**config.mk**
```make
export PLATFORM = sky130hd
export DESIGN_NAME = acdm_monitor
export DESIGN_NICKNAME = d
export VERILOG_FILES = /design/src/acdm_pkg.sv /design/src/acdm_monitor.sv
export SDC_FILE = /design/constraint.sdc
export NUM_CORES = 2
export LEC_CHECK = 0
export BUFFER_PORTS_ARGS = -buffer_cell sky130_fd_sc_hd__buf_2
export CAP_MARGIN = 20
export CORE_MARGIN = 10
export CORE_UTILIZATION = 30
export DETAILED_ROUTE_END_ITERATION = 10
export HOLD_SLACK_MARGIN = 0.12
export SYNTH_ARGS = -nofsm -noshare
export SYNTH_HDL_FRONTEND = slang
export SYNTH_SLANG_ARGS = --single-unit
export TNS_END_PERCENT = 50
```
**constraint.sdc**
```tcl
create_clock -name clock -period 6.6 [get_ports clock]
set_input_delay 1.32 -clock clock [delete_from_list [all_inputs] [get_ports clock]]
set_output_delay 1.32 -clock clock [all_outputs]
set_load 0.005 [all_outputs]
```
**src/acdm_pkg.sv**
```systemverilog
`default_nettype none
package acdm_pkg;
    localparam int CLOCK_HZ = 250000000;
    localparam int ADDR_W = 5;
    // Register byte offsets
    localparam logic [4:0] OFF_CTRL = 5'h00;
    localparam logic [4:0] OFF_PERSIST = 5'h04;
    localparam logic [4:0] OFF_FROZEN_THR = 5'h08;
    localparam logic [4:0] OFF_LEVEL_THR = 5'h0c;
    localparam logic [4:0] OFF_CLKCFG = 5'h10;
    localparam logic [4:0] OFF_FRAME_PERIOD = 5'h14;
    localparam logic [4:0] OFF_STATUS = 5'h18;
    // Control and clock configuration field positions
    localparam int CTRL_EN = 0;
    localparam int CTRL_AMP = 1;
    localparam int CTRL_TONE = 2;
    localparam int CTRL_LEVEL = 3;
    localparam int CTRL_FROZEN = 4;
    localparam int CTRL_CLOCK = 5;
    localparam int CTRL_AUTO = 6;
    localparam int CTRL_FMT_LO = 8;
    localparam int CFG_FRMTOL_LO = 4;
    localparam int CFG_RATIO_LO = 8;
    // Audio formats
    localparam logic [1:0] FMT_I2S = 2'h0;
    localparam logic [1:0] FMT_LJ = 2'h1;
    localparam logic [1:0] FMT_TDM = 2'h2;
    // Frequency window: within 55 % .. 145 % of the expected count
    localparam int FREQ_DEN = 20;
    localparam int FREQ_LO_NUM = 11;
    localparam int FREQ_HI_NUM = 29;

    typedef enum logic [1:0] {CM_IDLE, CM_RUN, CM_FAULT} acdm_cm_e;

    typedef struct packed {
        logic en;
        logic amp;
        logic tone;
        logic lvlEn;
        logic frzEn;
        logic ckEn;
        logic autoRes;
        logic [1:0] fmt;
        logic [15:0] persist;
        logic [23:0] frzThr;
        logic [23:0] lvlThr;
        logic [3:0] freqTol;
        logic [3:0] frmTol;
        logic [9:0] ratio;
        logic [19:0] period;
    } acdm_cfg_s;

    typedef struct packed {
        acdm_cfg_s cfg;
        logic ack;
        logic [31:0] rdata;
        logic [2:0] bSync;
        logic [2:0] fSync;
        logic bLvl;
        logic fLvl;
        logic [23:0] prevSample;
        logic [15:0] frzCnt;
        logic [15:0] lvlCnt;
        logic [19:0] winCnt;
        logic [11:0] bWin;
        logic [20:0] frameAge;
        logic [20:0] lastFrame;
        logic primed;
        logic [10:0] bHi;
        logic [10:0] bLo;
        logic [4:0] freqErrRun;
        logic [4:0] freqOkRun;
        logic [4:0] frmErrRun;
        logic [4:0] frmOkRun;
        acdm_cm_e cmState;
        logic dataIrq;
        logic clkErrIrq;
        logic clkRecIrq;
    } acdm_state_s;

    localparam acdm_state_s ST_RESET = '0;
endpackage
`default_nettype wire

```
**src/acdm_monitor.sv**
```systemverilog
// The Avalon-MM interface to the registers and the register offsets are this design's own decisions.
`default_nettype none
module acdm_monitor #(
    parameter int SAMPLE_W = 24
) (
    input wire logic clock,
    input wire logic rst_n,
    input wire logic [acdm_pkg::ADDR_W-1:0] address,
    input wire logic read,
    input wire logic write,
    input wire logic [31:0] writedata,
    output logic [31:0] readdata,
    output logic waitrequest,
    input wire logic [SAMPLE_W-1:0] sampleData,
    input wire logic sampleValid,
    input wire logic bitClkPin,
    input wire logic frameClkPin,
    output logic swShutdown,
    output logic sampleFaultIrq,
    output logic clockFaultIrq,
    output logic clockRecoverIrq
);
    acdm_pkg::acdm_state_s st_ff;
    acdm_pkg::acdm_state_s nxt_st;

    function automatic logic inRange(input logic [31:0] meas, input logic [31:0] expct);
        inRange = (meas * acdm_pkg::FREQ_DEN >= expct * acdm_pkg::FREQ_LO_NUM)
            && (meas * acdm_pkg::FREQ_DEN <= expct * acdm_pkg::FREQ_HI_NUM);
    endfunction

    function automatic logic [SAMPLE_W-1:0] magOf(input logic [SAMPLE_W-1:0] v);
        magOf = v[SAMPLE_W-1] ? SAMPLE_W'(-v) : v;
    endfunction

    function automatic logic [4:0] runStep(input logic [4:0] run, input logic hit);
        runStep = !hit ? 5'h00 : (run == 5'h1f ? run : run + 5'h01);
    endfunction

    logic busReq;
    logic wrTake;
    logic dataActive;
    logic clkActive;
    logic bEdge;
    logic fEdge;
    logic winEnd;
    logic frzHit;
    logic lvlHit;
    logic frmErr;
    logic freqErr;
    logic [4:0] freqNeed;
    logic [4:0] frmNeed;
    logic [SAMPLE_W-1:0] mag;
    logic [31:0] ctrlWord;

    assign busReq = read || write;
    assign waitrequest = busReq && !st_ff.ack;
    assign wrTake = write && st_ff.ack;
    assign readdata = st_ff.rdata;
    // Clock hold also silences the output while the monitor waits to resume
    assign swShutdown = !st_ff.cfg.en || (st_ff.cmState == acdm_pkg::CM_FAULT);
    assign sampleFaultIrq = st_ff.dataIrq;
    assign clockFaultIrq = st_ff.clkErrIrq;
    assign clockRecoverIrq = st_ff.clkRecIrq;
    assign freqNeed = {1'b0, st_ff.cfg.freqTol} + 5'h01;
    assign frmNeed = {1'b0, st_ff.cfg.frmTol} + 5'h01;
    assign mag = magOf(sampleData);

    assign ctrlWord = {22'h0, st_ff.cfg.fmt, 1'b0, st_ff.cfg.autoRes, st_ff.cfg.ckEn,
        st_ff.cfg.frzEn, st_ff.cfg.lvlEn, st_ff.cfg.tone, st_ff.cfg.amp, st_ff.cfg.en};

    // Data path needs the audio path live and the serial input selected
    assign dataActive = (st_ff.cfg.lvlEn || st_ff.cfg.frzEn) && st_ff.cfg.en
        && st_ff.cfg.amp && !st_ff.cfg.tone && (st_ff.cmState != acdm_pkg::CM_FAULT);
    assign clkActive = st_ff.cfg.ckEn && st_ff.cfg.en && !st_ff.cfg.tone;

    // Filtered levels change only once the 2nd and 3rd stages agree
    assign bEdge = (st_ff.bSync[2] == st_ff.bSync[1]) && st_ff.bSync[1] && !st_ff.bLvl;
    assign fEdge = (st_ff.fSync[2] == st_ff.fSync[1]) && st_ff.fSync[1] && !st_ff.fLvl;
    assign winEnd = st_ff.winCnt >= st_ff.cfg.period - 20'h00001;

    assign frzHit = st_ff.cfg.frzEn && (sampleData == st_ff.prevSample)
        && (mag > st_ff.cfg.frzThr[SAMPLE_W-1:0]);
    assign lvlHit = st_ff.cfg.lvlEn && (mag > st_ff.cfg.lvlThr[SAMPLE_W-1:0]);

    assign frmErr = ({1'b0, st_ff.bHi} + {1'b0, st_ff.bLo} != {2'b00, st_ff.cfg.ratio})
        || ((st_ff.cfg.fmt != acdm_pkg::FMT_TDM) && (st_ff.bHi != st_ff.bLo));

    // One window is one programmed frame period; stopped clocks leave counts at zero
    assign freqErr = !inRange(32'(st_ff.bWin), 32'(st_ff.cfg.ratio))
        || (32'(st_ff.frameAge) * acdm_pkg::FREQ_DEN
            > 32'(st_ff.cfg.period) * acdm_pkg::FREQ_HI_NUM)
        || (st_ff.primed && !inRange(32'(st_ff.lastFrame), 32'(st_ff.cfg.period)));

    always_comb begin
        nxt_st = st_ff;
        nxt_st.dataIrq = 1'b0;
        nxt_st.clkErrIrq = 1'b0;
        nxt_st.clkRecIrq = 1'b0;
        nxt_st.bSync = {st_ff.bSync[1:0], bitClkPin};
        nxt_st.fSync = {st_ff.fSync[1:0], frameClkPin};
        if (st_ff.bSync[2] == st_ff.bSync[1]) begin
            nxt_st.bLvl = st_ff.bSync[1];
        end
        if (st_ff.fSync[2] == st_ff.fSync[1]) begin
            nxt_st.fLvl = st_ff.fSync[1];
        end

        // Avalon slave: one wait cycle; read data loads on the edge that raises ack, the write one edge later
        nxt_st.ack = busReq && !st_ff.ack;
        if (read && !st_ff.ack) begin
            case (address)
                acdm_pkg::OFF_CTRL: nxt_st.rdata = ctrlWord;
                acdm_pkg::OFF_PERSIST: nxt_st.rdata = {16'h0, st_ff.cfg.persist};
                acdm_pkg::OFF_FROZEN_THR: nxt_st.rdata = {8'h0, st_ff.cfg.frzThr};
                acdm_pkg::OFF_LEVEL_THR: nxt_st.rdata = {8'h0, st_ff.cfg.lvlThr};
                acdm_pkg::OFF_CLKCFG: nxt_st.rdata = {14'h0, st_ff.cfg.ratio,
                    st_ff.cfg.frmTol, st_ff.cfg.freqTol};
                acdm_pkg::OFF_FRAME_PERIOD: nxt_st.rdata = {12'h0, st_ff.cfg.period};
                acdm_pkg::OFF_STATUS: nxt_st.rdata = {8'h0, st_ff.frmOkRun, st_ff.frmErrRun,
                    st_ff.freqOkRun, st_ff.freqErrRun, 2'h0, st_ff.cmState};
                default: nxt_st.rdata = 32'h0;
            endcase
        end
        if (wrTake) begin
            case (address)
                acdm_pkg::OFF_CTRL: begin
                    nxt_st.cfg.en = writedata[acdm_pkg::CTRL_EN];
                    nxt_st.cfg.amp = writedata[acdm_pkg::CTRL_AMP];
                    nxt_st.cfg.tone = writedata[acdm_pkg::CTRL_TONE];
                    nxt_st.cfg.lvlEn = writedata[acdm_pkg::CTRL_LEVEL];
                    nxt_st.cfg.frzEn = writedata[acdm_pkg::CTRL_FROZEN];
                    nxt_st.cfg.ckEn = writedata[acdm_pkg::CTRL_CLOCK];
                    nxt_st.cfg.autoRes = writedata[acdm_pkg::CTRL_AUTO];
                    nxt_st.cfg.fmt = writedata[acdm_pkg::CTRL_FMT_LO +: 2];
                end
                acdm_pkg::OFF_PERSIST: nxt_st.cfg.persist = writedata[15:0];
                acdm_pkg::OFF_FROZEN_THR: nxt_st.cfg.frzThr = writedata[23:0];
                acdm_pkg::OFF_LEVEL_THR: nxt_st.cfg.lvlThr = writedata[23:0];
                acdm_pkg::OFF_CLKCFG: begin
                    nxt_st.cfg.freqTol = writedata[3:0];
                    nxt_st.cfg.frmTol = writedata[acdm_pkg::CFG_FRMTOL_LO +: 4];
                    nxt_st.cfg.ratio = writedata[acdm_pkg::CFG_RATIO_LO +: 10];
                end
                acdm_pkg::OFF_FRAME_PERIOD: nxt_st.cfg.period = writedata[19:0];
                default: ;
            endcase
        end

        // Data monitor, counted in samples
        if (!dataActive) begin
            nxt_st.frzCnt = 16'h0;
            nxt_st.lvlCnt = 16'h0;
        end else if (sampleValid) begin
            nxt_st.prevSample = sampleData;
            nxt_st.frzCnt = frzHit ? st_ff.frzCnt + 16'h1 : 16'h0;
            nxt_st.lvlCnt = lvlHit ? st_ff.lvlCnt + 16'h1 : 16'h0;
            if ((frzHit && st_ff.frzCnt >= st_ff.cfg.persist)
                || (lvlHit && st_ff.lvlCnt >= st_ff.cfg.persist)) begin
                nxt_st.cfg.en = 1'b0;
                nxt_st.dataIrq = 1'b1;
                nxt_st.frzCnt = 16'h0;
                nxt_st.lvlCnt = 16'h0;
            end
        end

        // Clock monitor; inactive state drops all history silently
        if (!clkActive) begin
            nxt_st.cmState = acdm_pkg::CM_IDLE;
            nxt_st.winCnt = 20'h0;
            nxt_st.bWin = 12'h0;
            nxt_st.frameAge = 21'h0;
            nxt_st.primed = 1'b0;
            nxt_st.bHi = 11'h0;
            nxt_st.bLo = 11'h0;
            nxt_st.freqErrRun = 5'h0;
            nxt_st.freqOkRun = 5'h0;
            nxt_st.frmErrRun = 5'h0;
            nxt_st.frmOkRun = 5'h0;
        end else begin
            if (st_ff.cmState == acdm_pkg::CM_IDLE) begin
                nxt_st.cmState = acdm_pkg::CM_RUN;
            end
            nxt_st.winCnt = winEnd ? 20'h0 : st_ff.winCnt + 20'h1;
            nxt_st.frameAge = (&st_ff.frameAge) ? st_ff.frameAge : st_ff.frameAge + 21'h1;
            if (bEdge) begin
                nxt_st.bWin = (&st_ff.bWin) ? st_ff.bWin : st_ff.bWin + 12'h1;
                if (st_ff.fLvl) begin
                    nxt_st.bHi = st_ff.bHi + 11'h1;
                end else begin
                    nxt_st.bLo = st_ff.bLo + 11'h1;
                end
            end
            if (fEdge) begin
                nxt_st.frameAge = 21'h0;
                // Partial opening frame stands in as nominal, else enable could fault
                nxt_st.lastFrame = st_ff.primed ? st_ff.frameAge : {1'b0, st_ff.cfg.period};
                nxt_st.primed = 1'b1;
                nxt_st.bHi = 11'h0;
                nxt_st.bLo = 11'h0;
                // First edge after activation only opens a frame
                if (st_ff.primed) begin
                    nxt_st.frmErrRun = runStep(st_ff.frmErrRun, frmErr);
                    nxt_st.frmOkRun = runStep(st_ff.frmOkRun, !frmErr);
                end
            end
            if (winEnd) begin
                nxt_st.bWin = 12'h0;
                nxt_st.freqErrRun = runStep(st_ff.freqErrRun, freqErr);
                nxt_st.freqOkRun = runStep(st_ff.freqOkRun, !freqErr);
            end
            case (st_ff.cmState)
                acdm_pkg::CM_RUN: begin
                    if (st_ff.freqErrRun >= freqNeed || st_ff.frmErrRun >= frmNeed) begin
                        nxt_st.clkErrIrq = 1'b1;
                        nxt_st.freqOkRun = 5'h0;
                        nxt_st.frmOkRun = 5'h0;
                        nxt_st.freqErrRun = 5'h0;
                        nxt_st.frmErrRun = 5'h0;
                        if (st_ff.cfg.autoRes) begin
                            nxt_st.cmState = acdm_pkg::CM_FAULT;
                        end else begin
                            nxt_st.cfg.en = 1'b0;
                            nxt_st.cmState = acdm_pkg::CM_IDLE;
                        end
                    end
                end
                acdm_pkg::CM_FAULT: begin
                    if (st_ff.freqOkRun >= freqNeed && st_ff.frmOkRun >= frmNeed) begin
                        nxt_st.clkRecIrq = 1'b1;
                        nxt_st.cmState = acdm_pkg::CM_RUN;
                    end
                end
                default: nxt_st.cmState = acdm_pkg::CM_RUN;
            endcase
        end
    end

    always_ff @(posedge clock) begin
        if (!rst_n) begin
            st_ff <= acdm_pkg::ST_RESET;
        end else begin
            st_ff <= nxt_st;
        end
    end

    // Pairing tracker read only by the checks below
    logic pendRec_ff;
    always_ff @(posedge clock) begin
        if (!rst_n) begin
            pendRec_ff <= 1'b0;
        end else if (clockFaultIrq && st_ff.cfg.autoRes) begin
            pendRec_ff <= 1'b1;
        end else if (clockRecoverIrq || !clkActive) begin
            pendRec_ff <= 1'b0;
        end
    end

    AST_DATA_IDLE: assert property (@(posedge clock) disable iff (!rst_n)
        (!st_ff.cfg.en || !st_ff.cfg.amp) |=> !sampleFaultIrq)
        else $error("data fault raised while monitor idle");
    AST_TONE_QUIET: assert property (@(posedge clock) disable iff (!rst_n)
        st_ff.cfg.tone |=> !sampleFaultIrq && !clockFaultIrq)
        else $error("fault raised while tone source active");
    AST_DATA_SHUTDOWN: assert property (@(posedge clock) disable iff (!rst_n)
        sampleFaultIrq |-> !st_ff.cfg.en && swShutdown)
        else $error("data fault without enable cleared");
    AST_CLK_SHUTDOWN: assert property (@(posedge clock) disable iff (!rst_n)
        clockFaultIrq |-> swShutdown)
        else $error("clock fault without shutdown");
    AST_AUTO_KEEPS_EN: assert property (@(posedge clock) disable iff (!rst_n)
        (clockFaultIrq && $past(st_ff.cfg.autoRes)) |-> st_ff.cfg.en)
        else $error("auto mode cleared enable");
    AST_REC_PAIRED: assert property (@(posedge clock) disable iff (!rst_n)
        clockRecoverIrq |-> $past(pendRec_ff))
        else $error("recovery without prior error");
    AST_MANUAL_NO_REC: assert property (@(posedge clock) disable iff (!rst_n)
        (clockFaultIrq && !$past(st_ff.cfg.autoRes)) |-> !st_ff.cfg.en)
        else $error("manual fault left enable set");
    AST_HOST_EXIT_SILENT: assert property (@(posedge clock) disable iff (!rst_n)
        $rose(st_ff.cfg.en) |-> !clockFaultIrq && !clockRecoverIrq ##1 !clockFaultIrq)
        else $error("spurious clock irq at host enable");
    AST_RUN_CLEAR: assert property (@(posedge clock) disable iff (!rst_n)
        !clkActive |=> st_ff.freqErrRun == 5'h0 && st_ff.frmErrRun == 5'h0)
        else $error("run counters kept while inactive");
    AST_BUS_ANSWER: assert property (@(posedge clock) disable iff (!rst_n)
        (busReq && waitrequest) |=> !waitrequest)
        else $error("bus answer late");
    AST_CLK_IDLE_QUIET: assert property (@(posedge clock) disable iff (!rst_n)
        !clkActive |=> !clockFaultIrq && !clockRecoverIrq)
        else $error("clock irq while clock monitor inactive");
    AST_REC_ONLY_FROM_HOLD: assert property (@(posedge clock) disable iff (!rst_n)
        st_ff.cmState != acdm_pkg::CM_FAULT |=> !clockRecoverIrq)
        else $error("recovery irq outside fault hold");
    AST_REC_RESUMES: assert property (@(posedge clock) disable iff (!rst_n)
        clockRecoverIrq |-> st_ff.cmState == acdm_pkg::CM_RUN)
        else $error("recovery without resuming run");
    AST_DATA_AFTER_SAMPLE: assert property (@(posedge clock) disable iff (!rst_n)
        sampleFaultIrq |-> $past(sampleValid))
        else $error("data fault without a sample");
    AST_CLK_IRQ_PULSE: assert property (@(posedge clock) disable iff (!rst_n)
        clockFaultIrq |=> !clockFaultIrq)
        else $error("clock fault irq longer than one cycle");
    AST_DATA_CLEAR: assert property (@(posedge clock) disable iff (!rst_n)
        !dataActive |=> st_ff.frzCnt == 16'h0 && st_ff.lvlCnt == 16'h0)
        else $error("data persistence kept while inactive");
    AST_DATA_INACTIVE_QUIET: assert property (@(posedge clock) disable iff (!rst_n)
        !dataActive |=> !sampleFaultIrq)
        else $error("data fault while data monitor inactive");
    AST_CLK_FAULT_DUE: assert property (@(posedge clock) disable iff (!rst_n)
        (clkActive && st_ff.cmState == acdm_pkg::CM_RUN
            && (st_ff.freqErrRun >= freqNeed || st_ff.frmErrRun >= frmNeed)) |=> clockFaultIrq)
        else $error("clock fault not raised after error run");
    AST_AUTO_RECOVERS: assert property (@(posedge clock) disable iff (!rst_n)
        (clkActive && st_ff.cmState == acdm_pkg::CM_FAULT && st_ff.freqOkRun >= freqNeed
            && st_ff.frmOkRun >= frmNeed) |=> clockRecoverIrq)
        else $error("recovery not raised after clean run");

    COV_DATA_FAULT: cover property (@(posedge clock) disable iff (!rst_n) sampleFaultIrq);
    COV_CLK_FAULT: cover property (@(posedge clock) disable iff (!rst_n) clockFaultIrq);
    COV_CLK_RECOVER: cover property (@(posedge clock) disable iff (!rst_n) clockRecoverIrq);
    COV_MANUAL_FAULT: cover property (@(posedge clock) disable iff (!rst_n)
        clockFaultIrq && !st_ff.cfg.en);
    COV_TDM_RUN: cover property (@(posedge clock) disable iff (!rst_n)
        clkActive && st_ff.cfg.fmt == acdm_pkg::FMT_TDM);
endmodule // acdm_monitor
`default_nettype wire

```
==> impl_metrics.env <==
export IMPL_status="complete, no violations"
export IMPL_synth_most_common_cell="ha_1"
export IMPL_layoutNonFillerInstCount=5012
export IMPL_synth_edf_count=0
export IMPL_min_period_over_period=0.971
export IMPL_synth_cell_types=82
export IMPL_leakagePower_nw=15.2
export IMPL_num_rows=115
export IMPL_post_drt_wl_per_cell_um=17.1
export IMPL_synth_area_mm2=0.0295
export IMPL_grtUsageTotal=0.148
export IMPL_diodes=0
export IMPL_gp_congestion=0.899
export IMPL_hold_viol=0
export IMPL_max_freq_mhz=156
export IMPL_ant_nets=0
export IMPL_final_nets=4341
export IMPL_die_area_mm2=0.111
export IMPL_synth_common_cells="501 x ha_1, 435 x nand2_1, 384 x inv_1, 322 x dfxtp_1, 184 x nor2_1"
export IMPL_pre_cts_ws_ns=-0.277
export IMPL_grt_pass1_wl_um=134000
export IMPL_p_switching_mw=1.24
export IMPL_max_slew_margin_rel=0.309
export IMPL_p_int_mw=3.58
export IMPL_ir_worst_vdd_uv=221
export IMPL_critical_path_most_common_cell="a21oi_2"
export IMPL_slowest_stage="fa_1"
export IMPL_post_route_drc_count=0
export IMPL_synth_largest_area_cell="dfxtp_1"
export IMPL_yosys_most_used_dff="dfxtp_1"
export IMPL_fillers=10300
export IMPL_die_x_um=334
export IMPL_p_per_area_mw_per_mm2=143
export IMPL_clock_latency_ns=0.61
export IMPL_fin_crit_ns=6.41
export IMPL_tightest_slew_ns=1.04
export IMPL_cts_tree="yes"
export IMPL_seq_power_share=0.405
export IMPL_end_kind="flop"
export IMPL_worst_slack_ns=0.189
export IMPL_cp_max_fo=5
export IMPL_min_path_type="flop to flop"
export IMPL_rsz0062_at_grt="yes"
export IMPL_synth_seq_cells=322
export IMPL_drt_wl_total_um=85600
export IMPL_htree_levels=2
export IMPL_final_setup_viol_count=0
export IMPL_core_mm2=0.0981
export IMPL_dp_hpwl_um=67200
export IMPL_async_flop_share=0
export IMPL_pwr_share_clk=0.519
export IMPL_crit_type="flop to flop"
export IMPL_die_h_um=334
export IMPL_drive_gt1_frac=0.0948
export IMPL_cts_buffers=44
export IMPL_cap_violations=0
export IMPL_cp_arrival_ns=6.91
export IMPL_area_growth_syn_to_layout_pct=13.7
export IMPL_p_sw_frac=0.256
export IMPL_vias_per_cell=5.03
export IMPL_synth_warnings=0
export IMPL_start_util=0.301
export IMPL_antenna_found_initial=9
export IMPL_globalRouteOverflowTotal=0
export IMPL_slowest_delay_ns=0.53
export IMPL_grt_max_degree=82
export IMPL_vias=25200
export IMPL_num_io_pins=105
export IMPL_numPlacedInstances=4919
export IMPL_clock_skew_ns=0.0670
export IMPL_startpoint_type="flop"
export IMPL_drt_initial_drc_count=1434
export IMPL_portBuffers=88
export IMPL_cts_sinks=322
export IMPL_grt_pass1_vias=24100
export IMPL_drv_slew=0
export IMPL_cts_clk_slew_worst_paths_ns=0.06
export IMPL_clk_path_buf_depth=3
export IMPL_p_comb_frac=0.076
export IMPL_required_ns=7.10
export IMPL_syn_avg_cell_area_um2=8.24
export IMPL_synthTopCellsByArea="dfxtp_1 22%, ha_1 21%, nand2_1 5.5%"
export IMPL_dr_pass1_iters=5
export IMPL_ys_seq_area_frac=0.218
export IMPL_netlist_area_leader_share=0.218
export IMPL_syn_inst=3587
export IMPL_cts_root_buffer="clkbuf_16"
[per-stage QoR]
stage	hold slack (ns)	area [um2]	total power, mW	util	TNS [ns]
after floorplan	0.412	29600	2.21	-	0
after global placement	0.418	31700	2.33	0.323	-1.41
after detailed placement	0.422	31700	2.33	0.323	-1.44
after CTS	0.436	33300	4.85	0.339	0
after global routing	0.463	33600	4.97	0.342	-0.197
final	0.437	33600	4.82	0.342	0
[path summary, 6_finish.rpt]
check | slack, ns | cells past startpoint | from | endpoint
worst min-delay path | 0.44 | 1 | nxt_st[184] | nxt_st[185]
worst max-delay path | 0.19 | 29 | st_ff[220] | st_ff[16]
worst max register to register | 0.19 | 29 | st_ff[220] | st_ff[16]
worst min register to register | 0.44 | 1 | nxt_st[184] | nxt_st[185]
[cell usage in the layout (no fill, tap or decap), drive strengths merged, types with 27 or more instances in the layout]
cell,instances
ha,501
nand2,435
inv,387
dfxtp,322
buf,200
nor2,184
xnor2,158
a21oi,157
o21ai,138
a21boi,135
a21o,95
nand3,86
xor2,84
fa,78
nand4,62
nor2b,61
mux2i,59
clkbuf,57
nor3,53
and3,38
nand2b,31
o21a,29
o211ai,27
[layer usage]
metal  share of wire  GRT usage
met1            0.47      0.199
met2            0.45      0.241
met3           0.057     0.0273
met4           0.025     0.0365
met5          0.0013          0
[final cells by class]
class                   count  area (um2)  share of cell area
inverters                 384        1450              0.0431
multi-input cells        2741       21300               0.633
well taps                1287        1610              0.0479
repair buffers            201        1320              0.0394
flip-flops and latches    322        6450               0.192
clock buffers              56        1200              0.0356
clock inverters            21         292             0.00867
[power groups by stage]
stage / clock (mW) / combinational, mW / sequential (mW)
floorplan: 0 / 0.213 / 1.99
global placement: 0 / 0.337 / 1.99
detailed placement: 0 / 0.340 / 1.99
CTS: 2.56 / 0.343 / 1.95
global route: 2.62 / 0.399 / 1.95
finish: 2.50 / 0.367 / 1.95
[registers in the layout, indices dropped and copies added (netlist names)]
| signal | flops |
|---|---|
| readdata | 24 |
| st_ff | 282 |
| clockRecoverIrq | 1 |
| sampleFaultIrq | 1 |
| nxt_st | 4 |
| clockFaultIrq | 1 |
| ctrlWord | 9 |
[worst max-delay path: cells and delay by family (launching register included)]
kind,cells,cell delay (ns)
AOI/OAI and AO/OA,17,3.29
adders and majority gates,5,1.80
buffers and inverters,5,0.63
DFF,1,0.33
xor gates and xnor gates,1,0.19
and+or+nand+nor,1,0.11
[cell families after synthesis]
logic type      synth area share
other cells             0.000127
xor+xnor                  0.0717
fa+ha+maj                  0.265
buf+inv                   0.0717
mux                       0.0211
compound gates             0.189
flops                      0.218
simple gates               0.163
[what timing repair did]
item / CTS / global route
endpoints found under the setup margin: 10 / 10
pin swaps: 4 / 41
gates cloned: 0 / 1
hold buffers: 0 / 0
buffers inserted: 5 / 9
resized for setup: 6 / 52
No activity file was read; power rests on OpenSTA's default activity.
